`src/wps_pkg.sv`:
```
// constants for the wireless power packet sequencer
package wps_pkg;
  // packet header codes
  localparam logic [7:0] HDR_SIG_STRENGTH = 8'h01;
  localparam logic [7:0] HDR_END_POWER    = 8'h02;
  localparam logic [7:0] HDR_CTRL_ERROR   = 8'h03;
  localparam logic [7:0] HDR_RECT_POWER   = 8'h04;
  localparam logic [7:0] HDR_CHG_STATUS   = 8'h05;
  localparam logic [7:0] HDR_HOLD_OFF     = 8'h06;
  localparam logic [7:0] HDR_PROP_LO      = 8'h18;
  localparam logic [7:0] HDR_PROP_HI      = 8'hf2;
  localparam logic [7:0] HDR_CONFIG       = 8'h51;
  localparam logic [7:0] HDR_IDENT        = 8'h71;
  localparam logic [7:0] HDR_EXT_IDENT    = 8'h81;
  // position of the extension flag in the identification payload
  localparam int EXT_BIT_POS = 7;
  localparam int MAX_OPTIONAL = 7;
  // timing, in microseconds, and cycle counts at 40 MHz
  localparam int CLK_MHZ         = 40;
  localparam int PING_WAIT_US    = 65;
  localparam int NEXT_PKT_US     = 21000;
  localparam int FIRST_CE_US     = 170000;
  localparam int CE_INTERVAL_US  = 1800000;
  localparam int RECT_PWR_US     = 23000000;
  localparam int REMOVE_DLY_US   = 28000;
  localparam int SETTLE_US       = 5000;
  localparam int PING_WAIT_CYC   = PING_WAIT_US * CLK_MHZ;
  localparam int NEXT_PKT_CYC    = NEXT_PKT_US * CLK_MHZ;
  localparam int FIRST_CE_CYC    = FIRST_CE_US * CLK_MHZ;
  localparam int CE_INTERVAL_CYC = CE_INTERVAL_US * CLK_MHZ;
  localparam int RECT_PWR_CYC    = RECT_PWR_US * CLK_MHZ;
  localparam int REMOVE_DLY_CYC  = REMOVE_DLY_US * CLK_MHZ;
  localparam int SETTLE_CYC      = SETTLE_US * CLK_MHZ;
  localparam int ping_freq_khz   = 175;
  localparam logic [7:0] PING_FREQ_KHZ = 8'haf;
  localparam logic [6:0] DUTY_HALF     = 7'h32;
  typedef enum logic [2:0] {
    WPS_SELECT, WPS_PING, WPS_IDCFG, WPS_XFER, WPS_REMOVE
  } wps_phase_t;
endpackage

```
`src/wps_sequencer.sv`:
```
// transmitter phase sequencer checking receiver packet order and timing
`timescale 1ns/1ps
module wps_sequencer #(
  parameter int PING_WAIT   = wps_pkg::PING_WAIT_CYC,
  parameter int NEXT_PKT    = wps_pkg::NEXT_PKT_CYC,
  parameter int FIRST_CE    = wps_pkg::FIRST_CE_CYC,
  parameter int CE_INTERVAL = wps_pkg::CE_INTERVAL_CYC,
  parameter int RECT_PWR    = wps_pkg::RECT_PWR_CYC,
  parameter int REMOVE_DLY  = wps_pkg::REMOVE_DLY_CYC,
  parameter int SETTLE      = wps_pkg::SETTLE_CYC
) (
  input  wire logic       clk,          // 40 MHz clock
  input  wire logic       rst,          // async reset, high
  input  wire logic       sel_found,    // selection saw a receiver
  input  wire logic       hdr_start,    // header start bit seen
  input  wire logic       pkt_valid,    // good packet, at stop bit
  input  wire logic       pkt_error,    // bad checksum or parity
  input  wire logic [7:0] pkt_header,   // header byte
  input  wire logic [7:0] pkt_byte0,    // first payload byte
  input  wire logic [7:0] pkt_byte1,    // second payload byte
  output logic            power_on,     // power signal enabled
  output logic [2:0]      phase,        // current phase code
  output logic            op_fixed,     // fixed ping operating point
  output logic [7:0]      fixed_khz,    // fixed frequency, kHz
  output logic [6:0]      fixed_duty,   // fixed duty, percent
  output logic            ce_apply,     // pulse: apply adjustment
  output logic [7:0]      ce_value,     // signed control error
  output logic [7:0]      sig_strength, // last strength value
  output logic            end_request,  // end power requested
  output logic            fault         // pulse: sequence abort, not end power during transfer
);
  localparam int TW = 31;
  initial begin
    if (PING_WAIT < 2 || NEXT_PKT < 2 || FIRST_CE < 2 || CE_INTERVAL < 2 ||
        RECT_PWR < 2 || REMOVE_DLY < 2 || SETTLE < 2)
      $error("wps_sequencer timing parameter too small");
  end

  wps_pkg::wps_phase_t state, next_state;
  logic [1:0] id_step;   // 0 want ident, 1 want ext, 2 optionals
  logic [2:0] opt_cnt;
  logic       ext_req;
  logic       rect_seen;
  logic       ce_seen;
  logic [7:0] ce_hold;

  // header classes
  wire is_ss   = pkt_header == wps_pkg::HDR_SIG_STRENGTH;
  wire is_id   = pkt_header == wps_pkg::HDR_IDENT;
  wire is_ext  = pkt_header == wps_pkg::HDR_EXT_IDENT;
  wire is_cfg  = pkt_header == wps_pkg::HDR_CONFIG;
  wire is_ce   = pkt_header == wps_pkg::HDR_CTRL_ERROR;
  wire is_rp   = pkt_header == wps_pkg::HDR_RECT_POWER;
  wire is_cs   = pkt_header == wps_pkg::HDR_CHG_STATUS;
  wire is_ep   = pkt_header == wps_pkg::HDR_END_POWER;
  // defined codes inside the proprietary span keep their own meaning
  wire is_prop = pkt_header >= wps_pkg::HDR_PROP_LO &&
                 pkt_header <= wps_pkg::HDR_PROP_HI &&
                 !is_id && !is_ext && !is_cfg;
  // any header not defined elsewhere counts as reserved
  wire is_known = is_ss | is_id | is_ext | is_cfg | is_ce | is_rp |
                  is_cs | is_ep | (pkt_header == wps_pkg::HDR_HOLD_OFF);
  wire is_opt  = (pkt_header == wps_pkg::HDR_HOLD_OFF) || is_prop ||
                 !is_known;

  wire in_ping = state == wps_pkg::WPS_PING;
  wire in_id   = state == wps_pkg::WPS_IDCFG;
  wire in_xfer = state == wps_pkg::WPS_XFER;
  wire ext_set = pkt_byte0[wps_pkg::EXT_BIT_POS];

  // identification order check
  wire id_ok = (id_step == 2'd0 && is_id) ||
               (id_step == 2'd1 && is_ext) ||
               (id_step == 2'd2 && is_cfg) ||
               (id_step == 2'd2 && is_opt &&
                opt_cnt < 3'(wps_pkg::MAX_OPTIONAL));
  wire id_bad = in_id && pkt_valid && !id_ok;
  wire id_done = in_id && pkt_valid && id_step == 2'd2 && is_cfg;
  wire xfer_ok = is_ce | is_rp | is_cs | is_ep | is_prop | !is_known;
  wire xfer_bad = in_xfer && pkt_valid && !xfer_ok;
  wire ping_bad = in_ping && pkt_valid && !is_ss;

  // timers: start-bit wait, first/next control error, rectified power, removal delay, settling
  logic t_hdr_fire, t_ce_fire, t_rp_fire, t_rm_fire, t_st_fire;
  wire  enter_ping = state == wps_pkg::WPS_SELECT && sel_found;
  // the strength packet's stop bit also opens the next start-bit window
  wire  hdr_load = enter_ping || (in_ping && pkt_valid && is_ss) ||
                   (in_id && pkt_valid && id_ok && !is_cfg);
  wire  [TW-1:0] hdr_cnt = enter_ping ? TW'(PING_WAIT) : TW'(NEXT_PKT);
  wire  ce_load = id_done || (in_xfer && pkt_valid && is_ce);
  wire  [TW-1:0] ce_cnt = id_done ? TW'(FIRST_CE) : TW'(CE_INTERVAL);
  wire  abort = ping_bad | id_bad | xfer_bad | (in_xfer && pkt_error) |
                (t_hdr_fire && (in_ping || in_id)) |
                (t_ce_fire && in_xfer) |
                (t_rp_fire && in_xfer) |
                (in_xfer && pkt_valid && is_ep);
  wire  leave = state == wps_pkg::WPS_REMOVE;

  wps_timer #(.W(TW)) u_hdr (
    .clk(clk), .rst(rst), .load(hdr_load),
    .stop(hdr_start || abort || leave), .count(hdr_cnt), .fire(t_hdr_fire));
  wps_timer #(.W(TW)) u_ce (
    .clk(clk), .rst(rst), .load(ce_load), .stop(abort || leave),
    .count(ce_cnt), .fire(t_ce_fire));
  wps_timer #(.W(TW)) u_rp (
    .clk(clk), .rst(rst), .load(id_done),
    .stop((in_xfer && pkt_valid && is_rp) || abort || leave),
    .count(TW'(RECT_PWR)), .fire(t_rp_fire));
  wps_timer #(.W(TW)) u_rm (
    .clk(clk), .rst(rst), .load(abort), .stop(1'b0),
    .count(TW'(REMOVE_DLY)), .fire(t_rm_fire));
  wps_timer #(.W(TW)) u_st (
    .clk(clk), .rst(rst), .load(in_xfer && pkt_valid && is_ce),
    .stop(abort || leave), .count(TW'(SETTLE)), .fire(t_st_fire));

  always_comb begin
    next_state = state;
    unique case (state)
      wps_pkg::WPS_SELECT: if (sel_found) next_state = wps_pkg::WPS_PING;
      wps_pkg::WPS_PING: begin
        if (abort) next_state = wps_pkg::WPS_REMOVE;
        else if (pkt_valid && is_ss) next_state = wps_pkg::WPS_IDCFG;
      end
      wps_pkg::WPS_IDCFG: begin
        if (abort) next_state = wps_pkg::WPS_REMOVE;
        else if (id_done) next_state = wps_pkg::WPS_XFER;
      end
      wps_pkg::WPS_XFER: if (abort) next_state = wps_pkg::WPS_REMOVE;
      // power stays until the removal delay runs out, then reselect
      wps_pkg::WPS_REMOVE:
        if (t_rm_fire) next_state = wps_pkg::WPS_SELECT;
      default: next_state = wps_pkg::WPS_SELECT;
    endcase
  end

  // in ping the strength packet must open the next phase directly
  wire ss_taken = in_ping && pkt_valid && is_ss;
  wire [1:0] next_step = !is_id ? 2'd2 : (ext_set ? 2'd1 : 2'd2);

  always_ff @(posedge clk or posedge rst) begin
    if (rst) begin
      state   <= wps_pkg::WPS_SELECT;
      id_step <= 2'd0;
      opt_cnt <= 3'd0;
      ext_req <= 1'b0;
    end else begin
      state <= next_state;
      if (ss_taken) begin
        id_step <= 2'd0;
        opt_cnt <= 3'd0;
        ext_req <= 1'b0;
      end else if (in_id && pkt_valid && id_ok) begin
        if (id_step != 2'd2) id_step <= next_step;
        if (is_id) ext_req <= ext_set;
        if (id_step == 2'd2 && is_opt) opt_cnt <= opt_cnt + 3'd1;
      end
    end
  end

  always_ff @(posedge clk or posedge rst) begin
    if (rst) begin
      rect_seen <= 1'b0;
      ce_seen   <= 1'b0;
      ce_hold   <= 8'h00;
    end else begin
      if (id_done) begin
        rect_seen <= 1'b0;
        ce_seen   <= 1'b0;
      end else if (in_xfer && pkt_valid) begin
        if (is_rp) rect_seen <= 1'b1;
        if (is_ce) begin
          ce_seen <= 1'b1;
          ce_hold <= pkt_byte0;
        end
      end
    end
  end

  // registered outputs
  wire fixed_pt = in_ping || in_id;
  always_ff @(posedge clk or posedge rst) begin
    if (rst) begin
      power_on     <= 1'b0;
      phase        <= 3'd0;
      op_fixed     <= 1'b0;
      fixed_khz    <= 8'h00;
      fixed_duty   <= 7'h00;
      ce_apply     <= 1'b0;
      ce_value     <= 8'h00;
      sig_strength <= 8'h00;
      end_request  <= 1'b0;
      fault        <= 1'b0;
    end else begin
      power_on   <= next_state != wps_pkg::WPS_SELECT &&
                    !(state == wps_pkg::WPS_REMOVE && t_rm_fire);
      phase      <= 3'(next_state);
      op_fixed   <= fixed_pt;
      fixed_khz  <= wps_pkg::PING_FREQ_KHZ;
      fixed_duty <= wps_pkg::DUTY_HALF;
      ce_apply   <= t_st_fire && in_xfer;
      if (t_st_fire && in_xfer) ce_value <= ce_hold;
      if (ss_taken) sig_strength <= pkt_byte0;
      end_request <= in_xfer && pkt_valid && is_ep;
      fault       <= abort && !in_xfer | (abort && !(pkt_valid && is_ep));
    end
  end

  chk_ping_fixed_point: assert property (@(posedge clk) disable iff (rst)
    in_ping |=> op_fixed && fixed_khz == 8'haf)
    else $error("ping operating point not fixed");
  chk_idcfg_fixed_point: assert property (@(posedge clk) disable iff (rst)
    in_id |=> op_fixed && fixed_duty == 7'h32)
    else $error("identification operating point not fixed");
  chk_ping_advance: assert property (@(posedge clk) disable iff (rst)
    in_ping && pkt_valid && is_ss |=> state == wps_pkg::WPS_IDCFG)
    else $error("strength packet did not advance");
  chk_ping_wrong_pkt: assert property (@(posedge clk) disable iff (rst)
    ping_bad |=> state == wps_pkg::WPS_REMOVE ##1 power_on)
    else $error("wrong ping packet not aborted");
  chk_start_timeout: assert property (@(posedge clk) disable iff (rst)
    t_hdr_fire && (in_ping || in_id) |=> state == wps_pkg::WPS_REMOVE)
    else $error("start bit timeout ignored");
  chk_idcfg_order: assert property (@(posedge clk) disable iff (rst)
    id_bad |=> state == wps_pkg::WPS_REMOVE)
    else $error("out of order packet accepted");
  chk_opt_limit: assert property (@(posedge clk) disable iff (rst)
    in_id && pkt_valid && id_step == 2'd2 && is_opt && opt_cnt == 3'd7
    |=> state == wps_pkg::WPS_REMOVE)
    else $error("optional packet count exceeded");
  chk_rp_stopped: assert property (@(posedge clk) disable iff (rst)
    in_xfer && rect_seen |-> !t_rp_fire)
    else $error("rectified power timeout after packet seen");
  chk_ext_expect: assert property (@(posedge clk) disable iff (rst)
    in_id && pkt_valid && is_id && !ext_set && id_step == 2'd0
    |=> id_step == 2'd2)
    else $error("extended identification wrongly expected");
  chk_ce_timeout: assert property (@(posedge clk) disable iff (rst)
    t_ce_fire && in_xfer |=> state == wps_pkg::WPS_REMOVE)
    else $error("control error timeout ignored");
  chk_rp_timeout: assert property (@(posedge clk) disable iff (rst)
    t_rp_fire && in_xfer |=> state == wps_pkg::WPS_REMOVE)
    else $error("rectified power timeout ignored");
  chk_xfer_violation: assert property (@(posedge clk) disable iff (rst)
    xfer_bad |=> !in_xfer)
    else $error("transfer violation accepted");
  chk_settle_apply: assert property (@(posedge clk) disable iff (rst)
    ce_apply |-> $past(ce_seen))
    else $error("adjustment without control error");
  chk_xfer_accept: assert property (@(posedge clk) disable iff (rst)
    in_xfer && pkt_valid && (is_cs || is_rp) && !abort |=> in_xfer)
    else $error("allowed transfer packet rejected");
endmodule // wps_sequencer

```
`src/wps_timer.sv`:
```
// loadable down counter with expiry pulse
`timescale 1ns/1ps
module wps_timer #(
  parameter int W = 30
) (
  input  wire logic         clk,   // system clock
  input  wire logic         rst,   // async reset
  input  wire logic         load,  // start or restart
  input  wire logic         stop,  // disarm
  input  wire logic [W-1:0] count, // cycles to expiry
  output logic              fire   // one-cycle expiry
);
  logic [W-1:0] left;
  logic         armed;
  wire          at_one = armed && (left == W'(1));
  initial begin
    if (W < 2 || W > 31) $error("wps_timer width out of range");
  end
  always_ff @(posedge clk or posedge rst) begin
    if (rst) begin
      left  <= '0;
      armed <= 1'b0;
      fire  <= 1'b0;
    end else begin
      fire <= at_one && !load && !stop;
      if (load) begin
        left  <= count;
        armed <= 1'b1;
      end else if (stop || at_one) begin
        armed <= 1'b0;
      end else if (armed) begin
        left <= left - W'(1);
      end
    end
  end
endmodule // wps_timer

```
`config.mk`:
```
export PLATFORM = sky130hd
export DESIGN_NAME = wps_sequencer
export DESIGN_NICKNAME = d
export VERILOG_FILES = /design/src/wps_pkg.sv /design/src/wps_sequencer.sv /design/src/wps_timer.sv
export SDC_FILE = /design/constraint.sdc
export NUM_CORES = 1
export LEC_CHECK = 0
export ABC_AREA = 1
export BUFFER_PORTS_ARGS = -buffer_cell sky130_fd_sc_hd__buf_2
export CAP_MARGIN = 20
export CORE_MARGIN = 2
export CORE_UTILIZATION = 40
export DETAILED_ROUTE_END_ITERATION = 6
export GPL_ROUTABILITY_DRIVEN = 0
export GPL_TIMING_DRIVEN = 0
export PLACE_DENSITY = 0.59
export SYNTH_ARGS = -nofsm -noshare
export SYNTH_HDL_FRONTEND = slang
export SYNTH_SLANG_ARGS = --single-unit
```
`constraint.sdc`:
```
create_clock -name clk -period 11.49 [get_ports clk]
set_clock_uncertainty 0.15 [all_clocks]
set_input_delay 2.298 -clock clk [delete_from_list [all_inputs] [get_ports clk]]
set_output_delay 2.298 -clock clk [all_outputs]
set_load 0.02 [all_outputs]
```
==> run metrics, run 1 <==
outcome completed; synth warn 0; # rows 64; post-CTS sizing 0; GRT Total Usage 20.3%; Starting Density 40.6%; final std cells w/o fill between 2,000 and 2,500; cell area after synthesis 0.0124 sq mm; Worst IR Drop VDD 0.126 mV; fin. max-slew vios 0; dpl cells between 2,000 and 2,500; Area growth syn-to-layout 13.4%; Final min period 4.57 ns; EDFF count, synth 0; die area 0.0325 sq mm; post-synthesis cell count 1,754; largest cells by area after synthesis dfrtp_1 (41%), nand2_1 (14%), nor2_1 (9.5%); CTS tree built; cell area after layout 0.0141 sq mm; asr flop ratio synth 100%; placed inst area 0.0132 sq mm; Critical Path End Type register; Critical Path RT 11.76 ns; Hold Path Class reg -> reg; Worst Max-Slew Pin Slew 0.781 ns; chip height 180 microns; Clock transition at path regs 0.06 ns; GR Overflow Total 0; Seq/Total Area, Yosys ~41%; Mapped Avg Cell Area about 7.1 sq um; vias in the first global route 10,896; setup bufs post-CTS 0; RSZ-0062 raised after global routing false; first-pass GRT wire length 55.1 mm; share of layout cells above drive strength 1 8.77%; core area ~0.03 sq mm; Num CTS Buffers 25; Setup-failing EPs final 0; dpl hpwl about 24 mm; Sink Count about 200; Final Cycle Share 39.7%; Tot Pwr 1.57 mW; WP data arrival 4.84 ns; post-layout util 46.0%; initial antenna violation count 0; vias after detailed routing 11,411; Max Fclk 219 MHz; DRT Wirelength roughly 33 mm; DR iter-0 viols 639; Synth Flop Type dfrtp_1; Yosys top cell area share between 40% and 50%; setup tns final 0 ns; CTS Hold Bufs 0; routed vias/inst 5.06; Max-Cap Viols 0; Die X between 150 and 200 microns; startpoint types primary input; Distinct cells, synth 40; largest net degree at the start of global routing 123; crit path max fanout 10; WS Path Type in -> reg; Ports slightly below 70; most common library cells after synthesis nand2_1 (459), nor2_1 (313), dfrtp_1 (203); Yosys top cell by area dfrtp_1; PwrDens 112 mW/mm^2; port bufs 54; DR WL/cell 14.7 microns; most common cell in the netlist nand2_1; Detail Route Antenna Nets 0; clock root buffer clkbuf_16; antenna cells 0; Slew HR 47.8%; clk buf depth 3; Fin. Hold Viols 0; leakage power 7.68 nW; #FFs+latches synth between 200 and 250; fin nets 1,882; DRT Pass-1 Iters 6; H-tree lvl count 1; Clock Latency Late Sink between 0.5 and 0.6 ns; DRC 0
==> cell type report <==
class	instances	area, sq um
Buffer	69	368
Clock inverter	9	116
Multi-Input combinational cell	1336	6430
Inverter	151	574
Clock buffer	36	727
Timing Repair Buffer	55	298
Tap cell	396	495
Fill cell	3168	16500
Sequential cell	203	5080
==> where the power goes <==
group	switching (mW)	internal [mW]	leakage (nW)
Combinational	0.0340	0.0148	4.60
Sequential	0.00108	0.716	2.66
Clock	0.321	0.486	0.415
Total	0.356	1.22	7.68
==> state kept, by name, indices dropped and copies added, names as in the netlist, 2 cells and up <==
register / cells
u_ce.left: 31
u_hdr.left: 31
opt_cnt: 3
u_st.left: 31
ce_hold: 8
u_rp.left: 31
id_step: 2
sig_strength: 8
u_rm.left: 31
ce_value: 8
phase: 3
==> through the flow <==
step	hold WS, ns	setup slack [ns]
finish	0.318	6.92
global route	0.349	6.69
CTS	0.327	6.94
detailed placement	0.315	6.38
global placement	0.307	0.755
floorplan	0.292	3.50
==> cell usage in the layout (no fill, tap or decap), types with 3 or more instances in the layout <==
cell	netlist	layout
a21oi_1	20	20
buf_1	4	4
clkbuf_16	0	25
nor4_1	13	13
o31ai_1	10	10
buf_2	12	66
nor3_1	29	29
xor2_1	85	85
buf_4	21	21
conb_1	2	7
nand2_2	4	4
nand3_2	3	3
clkbuf_8	0	6
nand2_1	459	459
nand3_1	195	195
dfrtp_1	203	203
xnor2_1	25	25
nor2_1	313	313
clkinv_2	0	4
o21ai_0	67	67
nand4_1	56	56
or2_2	15	15
inv_1	147	146
clkbuf_1	30	35
nor2_2	3	3
ha_1	11	11
==> critical path, stage by stage <==
cell	delay (ns)
buf_2	0.13
inv_1	0.07
nand2_1	0.06
nor2_2	0.20
nand3_1	0.16
nor4_1	0.59
nor2_1	0.33
inv_2	0.27
buf_1	0.48
nor2_1	0.11
nand2_1	0.09
nand2_1	0.05
==> path summary, 6_finish.rpt <==
path,slack (ns),end,cells past startpoint,startpoint
worst min register to register,0.32,ce_value[1],2,ce_hold[1]
worst min-delay path,0.32,ce_value[1],2,ce_hold[1]
min in group asynchronous,1.69,sig_strength[0],2,rst
worst max register to register,8.51,u_ce.left[25],9,id_step[0]
max in group asynchronous,8.44,u_rm.armed,3,rst
worst max-delay path,6.92,u_ce.left[25],12,pkt_header[1]
==> logic make-up after synthesis <==
group,Yosys count,share of synthesized area (%)
AND/OR/NAND/NOR,1102,38.1
buffers and inverters,220,7.52
flip-flops,203,40.9
XOR/XNOR,110,7.76
AO/OA/AOI/OAI,106,4.60
adder cells (fa/ha/maj),11,1.11
other,2,0.0605
==> layer usage <==
metal  wire length [microns]  global-route usage [%]
met1                   15900                    27.8
met2                   15000                    33.6
met3                    1530                    3.62
met4                     673                    4.68
met5                       0                       0
Power figures use the tool's default switching activity.
==> run 2: changes to the inputs <==
Settings changed: PLACE_DENSITY 0.59 to 0.61.
Clock period 11.49 ns to 3.8 ns, I/O delays scaled along.
==> run 2 against run 1 <==
Final cell count increased by 0.27%. Worst hold slack got worse by 0.23 ns. Non-clock buffer count increased by 5. Routed wire length decreased by 0.99%. Highest routed layer unchanged. First-iteration DRC count increased by 16%. Largest cell class unchanged. Register-to-register slack got worse by 7.8 ns.
==> run metrics, run 2 (same netlist as run 1, synthesis figures left out) <==
outcome completed (unchanged); Final Cycle Share 83.0%; GRT Total Usage 20.3% (about the same); Detail Route Antenna Nets 0 (unchanged); port bufs 54 (unchanged); GR Overflow Total 0 (unchanged); startpoint types primary input (unchanged); dpl hpwl 24.3 mm (was 23.8 mm); Critical Path End Type register (unchanged); Clock transition at path regs 0.06 ns (about the same); Max-Cap Viols 0 (unchanged); chip height 180 microns (unchanged); post-layout util 46.3% (was 46.0%); Cell Int Power 3.70 mW (was 1.22 mW); Die X 180 microns (unchanged); H-tree lvl count 1 (unchanged); Gate power share 3.3% (was 3.1%); vias in the first global route 10,974 (was 10,896); DR WL/cell 14.5 microns (was 14.7 microns); DR iter-0 viols 740 (was 639); Filler cells 3,089 (was 3,168); Setup-failing EPs final 0 (unchanged); WS Path Type in -> reg (unchanged); Fin. Hold Viols 0 (unchanged); most frequent cells in the layout nand2_1 (459), nor2_1 (313), dfrtp_1 (203) (unchanged); WP data arrival 3.43 ns (was 4.84 ns); largest net degree at the start of global routing 37 (was 123); Ports 69 (unchanged); initial antenna violation count 1 (was 0); Final min period 3.15 ns; setup bufs post-CTS 0 (unchanged); RSZ-0062 raised after global routing false (unchanged); Num CTS Buffers 25 (unchanged); clock root buffer clkbuf_16 (unchanged); switching share of power 22.1% (was 22.7%); share of layout cells above drive strength 1 8.74% (was 8.77%); most common cell after layout, fill and taps aside nand2_1 (unchanged); vias after detailed routing 11,454 (was 11,411); Slew HR 43.5% (was 47.8%); dpl cells 2,215 (was 2,210); fin nets 1,887 (was 1,882); DRT Wirelength 32.7 mm (was 33.1 mm); final std cells w/o fill 2,261 (was 2,255); Max Fclk 317 MHz; Hold Path Class in -> async (was reg -> reg); Worst IR Drop VDD 0.289 mV (was 0.126 mV); CTS Hold Bufs 0 (unchanged); PwrDens 335 mW/mm^2 (was 112 mW/mm^2); first-pass GRT wire length 55.5 mm (was 55.1 mm); core area 0.0306 sq mm (unchanged); crit path max fanout 10 (unchanged); Clock Latency Late Sink 0.54 ns (was 0.53 ns); DRT Pass-1 Iters 6 (unchanged); post-CTS sizing 0 (unchanged); die area 0.0325 sq mm (unchanged); Tot Pwr 4.74 mW (was 1.57 mW); setup tns final 0 ns (unchanged); DRC 0 (unchanged); Seq pwr share 45.7% (was 45.6%); CTS tree built (unchanged); routed vias/inst 5.07 (was 5.06); Switch Pwr 1.05 mW (was 0.356 mW); Starting Density 40.6% (unchanged); # rows 64 (unchanged); Worst Max-Slew Pin Slew 0.839 ns (was 0.781 ns); leakage power 7.70 nW (was 7.68 nW); fin. max-slew vios 0 (unchanged); clk buf depth 3 (unchanged); Sink Count 203 (unchanged); Clock Power Share 51.0% (was 51.3%); Critical Path RT 4.07 ns (was 11.76 ns); Area growth syn-to-layout 13.9% (was 13.4%)
run 2: final cells by class:
type / count / area, sq um / area share [%]
diodes: 1 / 2.50 / 0.0177
plain buffers: 69 / 368 / 2.60
clock buffers: 38 / 704 / 4.98
clock inverters: 7 / 116 / 0.822
inverters: 151 / 571 / 4.03
multi-input cells: 1336 / 6430 / 45.4
flip-flops and latches: 203 / 5080 / 35.9
well taps: 396 / 495 / 3.50
repair buffers: 60 / 390 / 2.76
run 2: worst max-delay path, stage by stage:
cell,delay (ns)
buf_2,0.13
inv_1,0.07
nand2_1,0.06
nor2_2,0.19
nand3_1,0.16
nor4_1,0.67
nor2_1,0.37
inv_2,0.28
buf_1,0.50
nor2_1,0.10
nand2_1,0.09
nand2_1,0.05
run 2: power by group through the flow:
stage | clock network (mW) | logic (mW) | registers, mW
2_1_floorplan | 0 | 0.100 | 2.21
3_3_place_gp | 0 | 0.146 | 2.21
3_5_place_dp | 0 | 0.162 | 2.21
4_1_cts | 2.48 | 0.163 | 2.17
5_1_grt | 2.57 | 0.181 | 2.17
6_report | 2.42 | 0.158 | 2.17
run 2: final timing paths:
check                              start             to  slack [ns]  cells past startpoint
setup / recovery           pkt_header[1]  u_ce.left[25]        0.65                     12
hold / removal                       rst   u_rp.left[2]        0.09                      2
setup reg to reg              id_step[0]  u_ce.left[25]        0.67                      9
hold reg to reg              ce_value[5]    ce_value[5]        0.32                      2
max in group asynchronous            rst   u_st.left[7]        2.37                      5
min in group clk             ce_value[5]    ce_value[5]        0.32                      2
run 2: metrics by stage:
step | worst slack [ns] | hold slack, ns | cell area, sq um
2_1_floorplan | 0.260 | 0.292 | 12400
3_3_place_gp | -1.22 | 0.308 | 13200
3_5_place_dp | 0.230 | 0.314 | 13300
4_1_cts | 0.781 | 0.0920 | 14200
5_1_grt | 0.452 | 0.119 | 14200
6_report | 0.647 | 0.0912 | 14200
run 2: per-layer routing:
layer	up-vias	part of all wire [%]	track usage (%)
li1	5795	-	-
met1	5412	47	27.9
met2	204	48	34.4
met3	43	3.5	2.12
met4	0	2.1	4.94
met5	-	0	0
